File: config.mk
export PLATFORM = sky130hd
export DESIGN_NAME = watchdog_supply_monitor
export DESIGN_NICKNAME = d
export VERILOG_FILES = /design/src/wdt_psm_pkg.sv /design/src/supply_filter.sv /design/src/watchdog_supply_monitor.sv
export SDC_FILE = /design/constraint.sdc
export NUM_CORES = 1
export LEC_CHECK = 0
export BUFFER_PORTS_ARGS = -buffer_cell sky130_fd_sc_hd__buf_2
export CAP_MARGIN = 40
export CORE_UTILIZATION = 45
export CTS_CLUSTER_SIZE = 12
export DETAILED_ROUTE_END_ITERATION = 12
export MAX_ROUTING_LAYER = met4
export SLEW_MARGIN = 5
export SYNTH_ARGS = -nofsm -noshare
export SYNTH_HDL_FRONTEND = slang
export SYNTH_HIERARCHICAL = 1
export SYNTH_SLANG_ARGS = --single-unit
File: constraint.sdc
create_clock -name CLOCK -period 10 [get_ports CLOCK]
set_clock_uncertainty 0.2 [all_clocks]
set_input_delay 0.5 -clock CLOCK [delete_from_list [all_inputs] [get_ports CLOCK]]
set_output_delay 0.5 -clock CLOCK [all_outputs]
set_load 0.05 [all_outputs]
File: src/wdt_psm_pkg.sv
// constants shared by the watchdog and supply-monitor logic
// assumes a 250 MHz core clock and an sfr-style byte register port
package wdt_psm_pkg;
    localparam logic [7:0]  WDCTL_ADDR      = 8'h00_C0;
    localparam logic [7:0]  WDCTL_RESET     = 8'h00_10;
    localparam logic [7:0]  PSMCTL_ADDR     = 8'h00_DF;
    localparam logic [7:0]  PSMCTL_RESET    = 8'h00_DE;
    localparam int          WD_PRE_LSB      = 4;
    localparam int          WD_RSP_BIT      = 3;
    localparam int          WD_STS_BIT      = 2;
    localparam int          WD_ARM_BIT      = 1;
    localparam int          WD_UNL_BIT      = 0;
    localparam int          PS_DOK_BIT      = 7;
    localparam int          PS_AOK_BIT      = 6;
    localparam int          PS_IRQ_BIT      = 5;
    localparam int          PS_DTRIP_LSB    = 3;
    localparam int          PS_ATRIP_LSB    = 1;
    localparam int          PS_ON_BIT       = 0;
    localparam logic [3:0]  PRE_IMMEDIATE   = 4'h0_008;
    localparam longint      CLK_HZ          = 250_000_000;
    localparam longint      TB_HZ_X1000     = 32_768_000;  // time base in mHz
    // cycles per 32.768 kHz tick, rounded down
    localparam int          TB_DIV          = int'((CLK_HZ * 1000) / TB_HZ_X1000);
    localparam int          GOOD_MS         = 250;
    localparam int          GOOD_CYCLES     = int'(CLK_HZ / 1000 * GOOD_MS);
    localparam int          GLITCH_NS       = 1000;
    localparam int          GLITCH_CYCLES   = int'(CLK_HZ / 1_000_000 * GLITCH_NS / 1000);
endpackage
File: src/supply_filter.sv
// glitch filter for one comparator output
// assumes the input is already synchronised to clk
`timescale 1ns/1ps
module supply_filter
    import wdt_psm_pkg::*;
#(
    parameter int HOLD = GLITCH_CYCLES
) (
    input  wire logic clk,
    input  wire logic rst_n,
    input  wire logic raw,
    output logic      clean
);
    initial if (HOLD < 1 || HOLD > 65535) $error("HOLD out of range");
    logic [15:0] cnt_q;
    // output follows the input only after it held steady for HOLD cycles
    always_ff @(posedge clk or negedge rst_n) begin
        if (!rst_n) begin
            cnt_q <= 16'h0_000;
            clean <= 1'b1;
        end else if (raw == clean) begin
            cnt_q <= 16'h0_000;
        end else if (cnt_q == 16'(HOLD - 1)) begin
            cnt_q <= 16'h0_000;
            clean <= raw;
        end else begin
            cnt_q <= cnt_q + 16'h0_001;
        end
    end
endmodule

File: src/watchdog_supply_monitor.sv
// watchdog with write unlock plus supply monitor interrupt flag
// assumes a core sfr port: one-cycle write strobe, combinational read data
`timescale 1ns/1ps
module watchdog_supply_monitor
    import wdt_psm_pkg::*;
#(
    parameter int GOOD_TICKS = GOOD_CYCLES,
    parameter int TB_CYCLES  = TB_DIV
) (
    input  wire logic       CLOCK,
    input  wire logic       NRST,
    input  wire logic [7:0] SFR_ADDR,
    input  wire logic       SFR_WR,
    input  wire logic [7:0] SFR_WDATA,
    output logic      [7:0] SFR_RDATA,
    input  wire logic       ANALOG_SUPPLY_OK,
    input  wire logic       DIGITAL_SUPPLY_OK,
    output logic      [1:0] ANALOG_TRIP_SEL,
    output logic      [1:0] DIGITAL_TRIP_SEL,
    output logic            SUPPLY_MONITOR_ON,
    input  wire logic       SUPPLY_IRQ_ENABLE,
    output logic            SUPPLY_IRQ,
    output logic            WDT_NMI,
    output logic            WDT_RESET
);
    initial if (GOOD_TICKS < 1 || TB_CYCLES < 1) $error("count parameters must be positive");

    logic        rs1_q, rst_n;
    logic [1:0]  a_sync_q, d_sync_q;
    logic        a_ok, d_ok;
    logic [3:0]  pre_q;
    logic        rsp_q, sts_q, arm_q, unl_q;
    logic [1:0]  dtrip_q, atrip_q;
    logic        on_q, irq_q;
    logic [31:0] tb_q;
    logic [15:0] wd_cnt_q, wd_lim;
    logic        tick, timed, expire, wd_wr, ps_wr, psm_irq_evt;
    logic [31:0] good_q;
    logic        wd_rst_q;

    // reset release through two flops
    always_ff @(posedge CLOCK or negedge NRST) begin
        if (!NRST) begin
            rs1_q <= 1'b0;
            rst_n <= 1'b0;
        end else begin
            rs1_q <= 1'b1;
            rst_n <= rs1_q;
        end
    end

    // comparator pins come from the analog domain
    always_ff @(posedge CLOCK or negedge rst_n) begin
        if (!rst_n) begin
            a_sync_q <= 2'h3;
            d_sync_q <= 2'h3;
        end else begin
            a_sync_q <= {a_sync_q[0], ANALOG_SUPPLY_OK};
            d_sync_q <= {d_sync_q[0], DIGITAL_SUPPLY_OK};
        end
    end

    supply_filter u_afilt (.clk(CLOCK), .rst_n(rst_n), .raw(a_sync_q[1]), .clean(a_ok));
    supply_filter u_dfilt (.clk(CLOCK), .rst_n(rst_n), .raw(d_sync_q[1]), .clean(d_ok));

    // the unlock only opens the very next sfr write, and only if that write goes to the control register
    assign wd_wr = SFR_WR && SFR_ADDR == WDCTL_ADDR && unl_q;
    assign ps_wr = SFR_WR && SFR_ADDR == PSMCTL_ADDR;
    assign psm_irq_evt = irq_q && SUPPLY_IRQ_ENABLE;

    // 16-bit tick counter; 2^(pre) * 512 ticks of 32.768 kHz
    always_comb begin
        wd_lim = 16'h0_000;
        if (pre_q <= 4'h0_007)
            wd_lim = 16'((32'd512 << pre_q) - 32'd1);
    end
    assign tick   = (tb_q == 32'(TB_CYCLES - 1));
    // reserved codes leave the limit at zero, so they must never reach the compare
    assign timed  = tick && pre_q <= 4'h0_007 && wd_cnt_q == wd_lim;
    assign expire = arm_q && (pre_q == PRE_IMMEDIATE || timed);

    // time base prescaler and watchdog counter, restarted on every re-arm
    always_ff @(posedge CLOCK or negedge rst_n) begin
        if (!rst_n) begin
            tb_q     <= 32'h0000_0000;
            wd_cnt_q <= 16'h0_000;
        end else if (wd_wr || !arm_q || expire) begin
            tb_q     <= 32'h0000_0000;
            wd_cnt_q <= 16'h0_000;
        end else begin
            tb_q <= tick ? 32'h0000_0000 : tb_q + 32'h0000_0001;
            if (tick)
                wd_cnt_q <= wd_cnt_q + 16'h0_001;
        end
    end

    // watchdog control register; a watchdog reset leaves status untouched
    always_ff @(posedge CLOCK or negedge rst_n) begin
        if (!rst_n) begin
            pre_q <= WDCTL_RESET[7:WD_PRE_LSB];
            rsp_q <= WDCTL_RESET[WD_RSP_BIT];
            sts_q <= WDCTL_RESET[WD_STS_BIT];
            arm_q <= WDCTL_RESET[WD_ARM_BIT];
            unl_q <= WDCTL_RESET[WD_UNL_BIT];
        end else begin
            // unlock lasts for one write only
            if (SFR_WR)
                unl_q <= SFR_ADDR == WDCTL_ADDR && !unl_q && SFR_WDATA[WD_UNL_BIT];
            if (wd_wr) begin
                pre_q <= SFR_WDATA[7:WD_PRE_LSB];
                rsp_q <= SFR_WDATA[WD_RSP_BIT];
                sts_q <= SFR_WDATA[WD_STS_BIT];
                arm_q <= SFR_WDATA[WD_ARM_BIT];
            end
            if (expire) begin
                sts_q <= 1'b1; // set wins over a same-cycle clear
                if (!rsp_q || pre_q == PRE_IMMEDIATE)
                    arm_q <= 1'b0;
            end
            if (psm_irq_evt)
                arm_q <= 1'b0;
        end
    end

    // timeout response: reset pulse or unmaskable interrupt
    always_ff @(posedge CLOCK or negedge rst_n) begin
        if (!rst_n) begin
            wd_rst_q <= 1'b0;
            WDT_NMI  <= 1'b0;
        end else begin
            wd_rst_q <= expire && (!rsp_q || pre_q == PRE_IMMEDIATE);
            WDT_NMI  <= expire && rsp_q && pre_q != PRE_IMMEDIATE;
        end
    end
    assign WDT_RESET = wd_rst_q;

    // supply monitor control and fault flag
    always_ff @(posedge CLOCK or negedge rst_n) begin
        if (!rst_n) begin
            dtrip_q <= PSMCTL_RESET[PS_DTRIP_LSB +: 2];
            atrip_q <= PSMCTL_RESET[PS_ATRIP_LSB +: 2];
            on_q    <= PSMCTL_RESET[PS_ON_BIT];
            irq_q   <= PSMCTL_RESET[PS_IRQ_BIT];
            good_q  <= 32'h0000_0000;
        end else begin
            if (ps_wr) begin
                dtrip_q <= SFR_WDATA[PS_DTRIP_LSB +: 2];
                atrip_q <= SFR_WDATA[PS_ATRIP_LSB +: 2];
                on_q    <= SFR_WDATA[PS_ON_BIT];
            end
            if (!on_q) begin
                good_q <= 32'h0000_0000;
                if (ps_wr)
                    irq_q <= SFR_WDATA[PS_IRQ_BIT];
            end else if (!a_ok || !d_ok) begin
                irq_q  <= 1'b1;
                good_q <= 32'h0000_0000;
            end else begin
                if (ps_wr)
                    irq_q <= SFR_WDATA[PS_IRQ_BIT];
                if (irq_q && !(ps_wr && !SFR_WDATA[PS_IRQ_BIT])) begin
                    if (good_q == 32'(GOOD_TICKS - 1)) begin
                        irq_q  <= 1'b0;
                        good_q <= 32'h0000_0000;
                    end else begin
                        good_q <= good_q + 32'h0000_0001;
                    end
                end else begin
                    good_q <= 32'h0000_0000;
                end
            end
        end
    end

    assign SUPPLY_IRQ        = psm_irq_evt;
    assign ANALOG_TRIP_SEL   = atrip_q;
    assign DIGITAL_TRIP_SEL  = dtrip_q;
    assign SUPPLY_MONITOR_ON = on_q;

    // register read-back; comparator bits show live filtered state
    always_comb begin
        SFR_RDATA = 8'h00_00;
        if (SFR_ADDR == WDCTL_ADDR)
            SFR_RDATA = {pre_q, rsp_q, sts_q, arm_q, unl_q};
        else if (SFR_ADDR == PSMCTL_ADDR)
            SFR_RDATA = {d_ok, a_ok, irq_q, dtrip_q, atrip_q, on_q};
    end

    AST_STS_ON_EXPIRE: assert property (@(posedge CLOCK) disable iff (!rst_n)
        expire |=> sts_q) else $error("status not set after timeout");
    AST_NMI_RSP: assert property (@(posedge CLOCK) disable iff (!rst_n)
        (expire && rsp_q && pre_q != PRE_IMMEDIATE) |=> WDT_NMI && !WDT_RESET)
        else $error("interrupt response wrong");
    AST_RST_RSP: assert property (@(posedge CLOCK) disable iff (!rst_n)
        (expire && !rsp_q) |=> WDT_RESET && !arm_q) else $error("reset response wrong");
    AST_LOCKED: assert property (@(posedge CLOCK) disable iff (!rst_n)
        (SFR_WR && SFR_ADDR == WDCTL_ADDR && !unl_q && !expire && !psm_irq_evt)
        |=> $stable(arm_q) && $stable(pre_q)) else $error("locked write took effect");
    AST_PSM_DISARM: assert property (@(posedge CLOCK) disable iff (!rst_n)
        psm_irq_evt |=> !arm_q) else $error("supply interrupt did not disarm");
    AST_FAULT_SET: assert property (@(posedge CLOCK) disable iff (!rst_n)
        (on_q && !a_ok) |=> irq_q) else $error("fault not flagged");
    AST_NO_CLEAR_LOW: assert property (@(posedge CLOCK) disable iff (!rst_n)
        (on_q && irq_q && !d_ok) |=> irq_q) else $error("flag cleared while low");
    AST_GOOD_RESTART: assert property (@(posedge CLOCK) disable iff (!rst_n)
        (on_q && irq_q && !(a_ok && d_ok)) |=> good_q == 32'h0000_0000)
        else $error("good interval not restarted");
    AST_IRQ_GATE: assert property (@(posedge CLOCK) disable iff (!rst_n)
        (on_q && (!a_ok || !d_ok)) ##1 SUPPLY_IRQ_ENABLE |-> SUPPLY_IRQ)
        else $error("fault did not reach the core");
    // watchdog side: reserved codes stay quiet, immediate code fires at once
    AST_RESERVED_QUIET: assert property (@(posedge CLOCK) disable iff (!rst_n)
        (pre_q > PRE_IMMEDIATE) |-> !expire) else $error("reserved code timed out");
    AST_IMMEDIATE: assert property (@(posedge CLOCK) disable iff (!rst_n)
        (arm_q && pre_q == PRE_IMMEDIATE) |=> WDT_RESET && !arm_q)
        else $error("no immediate reset");
    AST_REARM_RESTART: assert property (@(posedge CLOCK) disable iff (!rst_n)
        wd_wr |=> wd_cnt_q == 16'h0_000 && tb_q == 32'h0000_0000)
        else $error("re-arm did not restart the counters");
    AST_STS_HOLD: assert property (@(posedge CLOCK) disable iff (!rst_n)
        (!wd_wr && !expire) |=> $stable(sts_q)) else $error("status changed on its own");
    AST_MON_OFF_HOLD: assert property (@(posedge CLOCK) disable iff (!rst_n)
        (!on_q && !ps_wr) |=> $stable(irq_q)) else $error("idle monitor moved its flag");
endmodule

==> flow_summary.toml, run 1 <==
[sta]
tns_ns = 0
slew_viol_final = 0
worst_pin_slew_ns = 0.827
hold_viol_final = 0
finalSetupViolCount = 0
fin_crit_ns = 3.29
slew_headroom_pct = 44.9
fin_crit_sh_pct = 32.9
fmax_ghz = 0.304
rsz0062_at_grt = "no"
worst_hold_slack_ns = 0.126

[yosys]
syn_area_per_cell_um2 = 10.1
synth.distinct_cells = 60
netlist_area_um2 = 6980
yosysSeqAreaShare_pct = 49.0
synthesis.nets = 722
async_flop_share_pct = 100
yosys_warnings = 6
syn_inst = 691
ys.flop_type = "dfrtp_1"
synth_edf_count = 0
synth-seq-cells = 136

[pwr]
peakVddDrop_uv = 123
finalPower_uw = 1220
p_sw_share_pct = 21.3
power.density_nw_per_um2 = 155
p_sw_uw = 261
p_seq_share_pct = 46.2
p_clk_share_pct = 50.5
intPower_uw = 961
comb_power_share_pct = 3.4
p_leak_uw = 0.00331

[die]
dieArea_um2 = 16000
pin_count = 38
rows = 45
start_util_pct = 46.1
die_y_um = 127
fp.dieW_um = 127
coreArea_um2 = 15100

[clock_tree]
clock-root-buffer = "clkbuf_16"
cts_buffers = 17
htree_levels = 4
clk_pin_slew_ns = 0.06
tritoncts = "yes"
clockBufferDepth = 2
post_cts_buffers = 0
insertion_delay_ns = 0.42
ctsResizeCount = 0
cts_sinks = 136

[drt]
vias_per_cell = 5.37
avgRoutedWirePerCell_um = 14.8
first_iter_violations = 257
wl_um = 13800
firstDrtPassIters = 6
final_antenna_net_count = 0
drc = 0
num_vias = 4996

[final_layout]
syn2layout_area_growth_pct = 13.2
drive_above_1_share_pct = 16.1
nFillCells = 1352
num-nets-final = 759
final_cells = 931

[setup_path]
path_cells = "or4b_2, ha_1, xnor2_1, or3_1, a2111oi_2, nand4b_1, nand2_2, nor2_1"
path_max_fanout = 16
setup.worst_path.start_class = "register"
crit_buf_inv = 0
cp_top_family = "simple AND/OR/NAND/NOR gates"
reg2reg_slack_ns = 6.71
cp_slowest_cell = "dfstp_2"
slowest_delay_ns = 0.62
crit_arrival_ns = 3.38
critPathKind = "reg2reg"
endpoint_kind = "register"
cp.required_ns = 10.09

[global_routing]
grt_pass1_vias = 4997
grt_max_degree = 67
antenna_found_initial = 2
gr-total-overflow = 0
grt_usage_pct = 19.6
grt_pass1_wl_um = 24100

[status]
status = "completed"

[placed_design]
place_hpwl_um = 9590
portBuffers = 37
gp_congestion = 0.786
dp_cells = 893

[hold_path]
hp-class = "reg2async"

[flow_run]
drv_cap = 0
==> synth_stat cells, types with 3 or more instances <==
| library cell | count | area share, % |
|---|---|---|
| a21oi_1 | 3 | 0.22 |
| a22o_1 | 8 | 1.0 |
| and2_1 | 8 | 0.72 |
| and3_1 | 17 | 1.5 |
| and4_1 | 12 | 1.5 |
| buf_2 | 10 | 0.72 |
| buf_4 | 4 | 0.43 |
| buf_6 | 8 | 1.3 |
| clkbuf_1 | 3 | 0.16 |
| dfrtp_1 | 125 | 45 |
| dfstp_2 | 11 | 4.1 |
| ha_1 | 9 | 1.6 |
| inv_1 | 12 | 0.65 |
| mux2_2 | 10 | 1.6 |
| mux2i_1 | 4 | 0.57 |
| nand2_1 | 42 | 2.3 |
| nand2_2 | 4 | 0.36 |
| nand3_1 | 42 | 3.0 |
| nand4_1 | 37 | 3.3 |
| nand4_2 | 3 | 0.54 |
| nor2_1 | 139 | 7.5 |
| nor3_1 | 12 | 0.86 |
| nor4_1 | 10 | 0.90 |
| nor4bb_1 | 3 | 0.43 |
| xnor2_1 | 33 | 4.1 |
| xor2_1 | 72 | 9.0 |
==> per-layer routing <==
metal  GRT usage [%]  part of all wire (%)  routed length [um]
met1            23.3                    46                6280
met3            5.69                   4.0                 557
met5               -                     0                   0
met2            31.8                    49                6760
met4            7.02                   1.4                 195
==> placed cells by master (no fill, tap or decap), types with 3 or more instances in the layout <==
| master | count |
|---|---|
| ha_1 | 9 |
| mux2_2 | 10 |
| and3_1 | 17 |
| nor3_1 | 12 |
| dlygate4sd3_1 | 4 |
| nor4bb_1 | 3 |
| a21oi_1 | 3 |
| nand4_1 | 37 |
| xor2_1 | 72 |
| nand3_1 | 42 |
| xnor2_1 | 33 |
| a22o_1 | 8 |
| buf_2 | 37 |
| nand2_1 | 42 |
| clkinv_2 | 6 |
| nand4_2 | 3 |
| nor2_1 | 139 |
| clkbuf_16 | 17 |
| dfrtp_1 | 124 |
| nor4_1 | 10 |
| dfstp_2 | 11 |
| inv_1 | 12 |
| nand2_2 | 4 |
| and2_1 | 8 |
| mux2i_1 | 4 |
| clkbuf_8 | 4 |
| and4_1 | 12 |
==> registers in the layout, indices dropped and copies added, names as in the netlist, 2 cells and up <==
register,cells
ANALOG_TRIP_SEL,2
pre_q,4
d_sync_q,2
good_q,32
u_dfilt/cnt_q,16
tb_q,32
DIGITAL_TRIP_SEL,2
wd_cnt_q,16
a_sync_q,2
u_afilt/cnt_q,16
==> path summary, 6_finish.rpt <==
check                              from           end  cells after the start
max                            pre_q[0]   wd_cnt_q[9]                      8
min in group CLOCK         SFR_WDATA[7]      pre_q[3]                      2
min reg2reg                       rst_n    good_q[25]                      1
max reg2reg                    pre_q[0]   wd_cnt_q[9]                      8
min                               rst_n    good_q[25]                      1
max in group asynchronous         rst_n  wd_cnt_q[14]                      2
==> cell type report <==
| class | instances | area, um2 | area share [%] |
|---|---|---|---|
| Antenna cell | 2 | 5.00 | 0.0634 |
| Clock buffer | 23 | 488 | 6.18 |
| Clock inverter | 9 | 97.6 | 1.24 |
| Inverter | 12 | 45.0 | 0.570 |
| Multi-Input combinational cell | 517 | 3330 | 42.2 |
| Sequential cell | 136 | 3420 | 43.3 |
| Tap cell | 188 | 235 | 2.98 |
| Timing Repair Buffer | 44 | 275 | 3.48 |
==> power by group through the flow <==
stage,clock network (uW),logic [uW],registers [uW]
global route,654,45.9,565
global placement,0,33.1,578
finish,617,40.9,564
floorplan,0,15.4,582
CTS,631,42.4,564
detailed placement,0,40.6,574
==> logic make-up (layout without fill, tap and decap cells) <==
group	count (synthesis)	after routing	synth area share, %
AND/OR/NAND/NOR	359	359	27.1
buffers and inverters	38	88	3.32
adder cells (fa/ha/maj)	9	9	1.61
flip-flops	136	136	49.0
multiplexers	16	16	2.51
XOR/XNOR	105	105	13.2
AO/OA/AOI/OAI	27	27	3.30
other	1	3	0.0537
==> worst register-to-register path, delay by kind of cell, from the launching register on <==
kind / cells / cell delay (ns)
flops: 1 / 0.62
compound gates: 1 / 0.28
fa+ha+maj: 1 / 0.31
simple gates: 5 / 1.62
xor+xnor: 1 / 0.14
==> through the flow <==
| stage | setup WS [ns] | util (%) | instance area, um2 |
|---|---|---|---|
| finish | 6.71 | 52.2 | 7900 |
| detailed placement | 6.69 | 48.0 | 7270 |
| global route | 6.35 | 52.2 | 7900 |
| global placement | 6.73 | 47.7 | 7230 |
| floorplan | 5.75 | - | 6980 |
| CTS | 6.69 | 52.1 | 7890 |
==> repair_timing <==
action,in CTS,in global routing
hold buffers,4,0
endpoints found under the setup margin,0,0
hold endpoints to repair,8,0
Power figures use the tool's default switching activity.
==> run 2: changes to the inputs <==
--- a/config.mk
+++ b/config.mk
@@ -5,6 +5,7 @@
 export SDC_FILE = /design/constraint.sdc
 export NUM_CORES = 1
 export LEC_CHECK = 0
+export ABC_AREA = 1
 export BUFFER_PORTS_ARGS = -buffer_cell sky130_fd_sc_hd__buf_2
 export CAP_MARGIN = 40
 export CORE_UTILIZATION = 45
==> constraint.sdc (replaced) <==
create_clock -name CLOCK -period 3.2 [get_ports CLOCK]
set_clock_uncertainty 0.2 [all_clocks]
set_input_delay 0.16 -clock CLOCK [delete_from_list [all_inputs] [get_ports CLOCK]]
set_output_delay 0.16 -clock CLOCK [all_outputs]
set_load 0.05 [all_outputs]
==> run 2 against run 1 <==
Utilization is 1.6 points higher. Via count is 34% higher. Synthesized cell count is 49% higher. Sequential power grew to 3.1 times the previous value. Sequential cell count stayed put. Area after synthesis is 13% higher. Wire length is 33% higher. Design area is 17% higher. Largest cell class is now multi-input gates. Largest power group unchanged.
==> flow_summary.toml, run 2 <==
[yosys]
syn_inst = 1029
syn_area_per_cell_um2 = 7.65
synth_fa_ha_area_share_pct = 1.43
yosys.area_share.simple_pct = 36.6
synth_top_area_share_pct = 39.7
yosys_warnings = 6
yosys.area.top_type = "dfrtp_1"
yosysMostFrequentCell = "nand2_1"
netlist_area_um2 = 7880
synth_edf_count = 0
synth_common_cells = "211 x nand2_1, 193 x nor2_1, 125 x dfrtp_1"
synth.distinct_cells = 45
synth-seq-cells = 136
synth_compound_area_share_pct = 4.56
yosysSeqAreaShare_pct = 43.4
synth_top_family_by_area = "simple AND/OR/NAND/NOR gates"
synth_xor_area_share_pct = 7.23
ys.flop_type = "dfrtp_1"
async_flop_share_pct = 100
synthTopCellsByArea = "dfrtp_1 40%, nand2_1 10%, nor2_1 9.2%, xor2_1 5.8%, inv_1 5.4%"
synthesis.nets = 1060
synthMuxAreaShare_pct = 0

[sta]
fmax_ghz = 0.427
slew_viol_final = 0
tns_ns = 0
hold_viol_final = 0
finalSetupViolCount = 0
slew_headroom_pct = 55.5
timing.final.ws_setup_ns = 0.860
worst_pin_slew_ns = 0.666
rsz0062_at_grt = "no"
fin_crit_ns = 2.34
fin_crit_sh_pct = 73.1

[global_routing]
antenna_found_initial = 0
gr-total-overflow = 0
grt_pass1_wl_um = 31600
grt_max_degree = 40
grt_usage_pct = 23.0
grt_pass1_vias = 6602

[clock_tree]
clock-root-buffer = "clkbuf_16"
insertion_delay_ns = 0.43
clockBufferDepth = 2
tritoncts = "yes"
cts_sinks = 136
cts_buffers = 17
htree_levels = 4
clk_pin_slew_ns = 0.06

[final_layout]
drive_above_1_share_pct = 14.0
most-common-layout-cells = "211 x nand2_1, 193 x nor2_1, 124 x dfrtp_1"
num-nets-final = 1127
final_common_cell = "nand2_1"
num_antenna_cells = 0
postLayoutCellArea_um2 = 9240
fin_util_pct = 53.8
syn2layout_area_growth_pct = 17.3
top_regs = "good_q x32, tb_q x32"

[setup_path]
critPathKind = "reg2reg"
ff2ff_path_depth = 10
crit_arrival_ns = 2.45
path_max_fanout = 17
crit_start = "pre_q[0]"
reg2reg_slack_ns = 0.86
crit_end = "wd_cnt_q[6]"
r2r-end = "wd_cnt_q[6]"
setup.worst_path.start_class = "register"
cp.required_ns = 3.31
endpoint_kind = "register"
r2r-start = "pre_q[0]"

[status]
status = "completed"

[drt]
vias_per_cell = 5.02
drc = 0
num_vias = 6697
wl_um = 18400
firstDrtPassIters = 5
first_iter_violations = 373
avgRoutedWirePerCell_um = 13.8
final_antenna_net_count = 0

[pwr]
p_leak_uw = 0.00375
p_sw_uw = 871
intPower_uw = 3430
p_seq_share_pct = 41.1
peakVddDrop_uv = 409
comb_power_share_pct = 3.2
p_sw_share_pct = 20.3
p_clk_share_pct = 55.8
power.density_nw_per_um2 = 465

[die]
dieArea_um2 = 18000
fp.dieW_um = 134
pin_count = 38
start_util_pct = 45.9
coreArea_um2 = 17200
rows = 48
die_y_um = 134

[hold_path]
hp-class = "reg2async"

[placed_design]
preCtsSetupSlack_ns = 0.865
gp_congestion = 0.887
place_hpwl_um = 13600
portBuffers = 37
postPlaceCellArea_um2 = 8370

[flow_run]
drv_cap = 0
==> run 2: cell count changes in the layout (fill, tap and decap cells not counted), sizes merged, moves of 17 or more <==
cell	before	now
a21oi	3	21
and3	19	2
inv	12	125
nand2	46	226
nand3	42	70
nor2	139	215
nor3	16	48
o21ai	1	30
xnor2	33	13
xor2	72	52
==> run 2: logic make-up after synthesis <==
kind of cell | count (synthesis)
buffers and inverters | 135
adder cells (fa/ha/maj) | 9
XOR/XNOR | 65
other | 1
AND/OR/NAND/NOR | 619
AO/OA/AOI/OAI | 64
flip-flops | 136
==> run 2: routing by layer <==
layer | global-route usage (%) | vias up | wire length [um] | part of all wire, %
li1 | - | 3447 | - | -
met1 | 29.8 | 3121 | 8960 | 49
met2 | 36.2 | 106 | 8570 | 47
met3 | 4.61 | 23 | 578 | 3.1
met4 | 7.30 | 0 | 251 | 1.4
met5 | - | - | 0 | 0
==> run 2: stage by stage <==
stage | total power (uW) | hold slack (ns) | instances
floorplan | 1860 | -0.336 | 1029
global placement | 1920 | -0.253 | 1286
detailed placement | 1920 | -0.254 | 1287
CTS | 4350 | 0.0475 | 1334
global route | 4440 | 0.109 | 1334
finish | 4300 | 0.0602 | 1334
==> run 2: how the worst min path moves through the flow <==
stage                      startpoint                 to  slack (ns)  cells past startpoint
after floorplan                  NRST              rs1_q       -0.34                      0
after global placement           NRST              rs1_q       -0.25                      1
after detailed placement         NRST              rs1_q       -0.25                      1
after CTS                 SFR_ADDR[1]              rsp_q        0.05                      6
after global routing            rst_n  u_afilt/cnt_q[13]        0.11                      0
final                           rst_n   u_afilt/cnt_q[7]        0.06                      0
==> run 2: cell type report <==
cell class	count	area (um2)
clock inverter	12	269
clock buffer	20	447
timing repair buffer	58	418
multi-input combinational	758	3930
tap	225	282
fill	1666	7940
inverter	125	469
sequential	136	3420
==> run 2: repair_timing <==
action	4_1_cts	5_1_grt
buffers inserted	0	0
hold buffers	15	0
resized for setup	0	0
hold endpoints to repair	18	0
==> run 2: power by group through the flow <==
| stage | logic [uW] | clock network, uW | registers [uW] |
|---|---|---|---|
| final | 136 | 2400 | 1760 |
| after global routing | 152 | 2530 | 1770 |
| after CTS | 139 | 2450 | 1760 |
| after detailed placement | 124 | 0 | 1790 |
| after global placement | 112 | 0 | 1800 |
| after floorplan | 36.8 | 0 | 1820 |
==> run 2: critical path, cell delays in order (launching register included) <==
cell      delay (ns)
dfstp_2         0.53
clkinv_1        0.19
nand3_1         0.15
ha_1            0.23
nor2_1          0.11
xor2_1          0.15
nand4_1         0.11
nor2_1          0.12
nand3_2         0.14
nand3_4         0.20
nor3_1          0.08
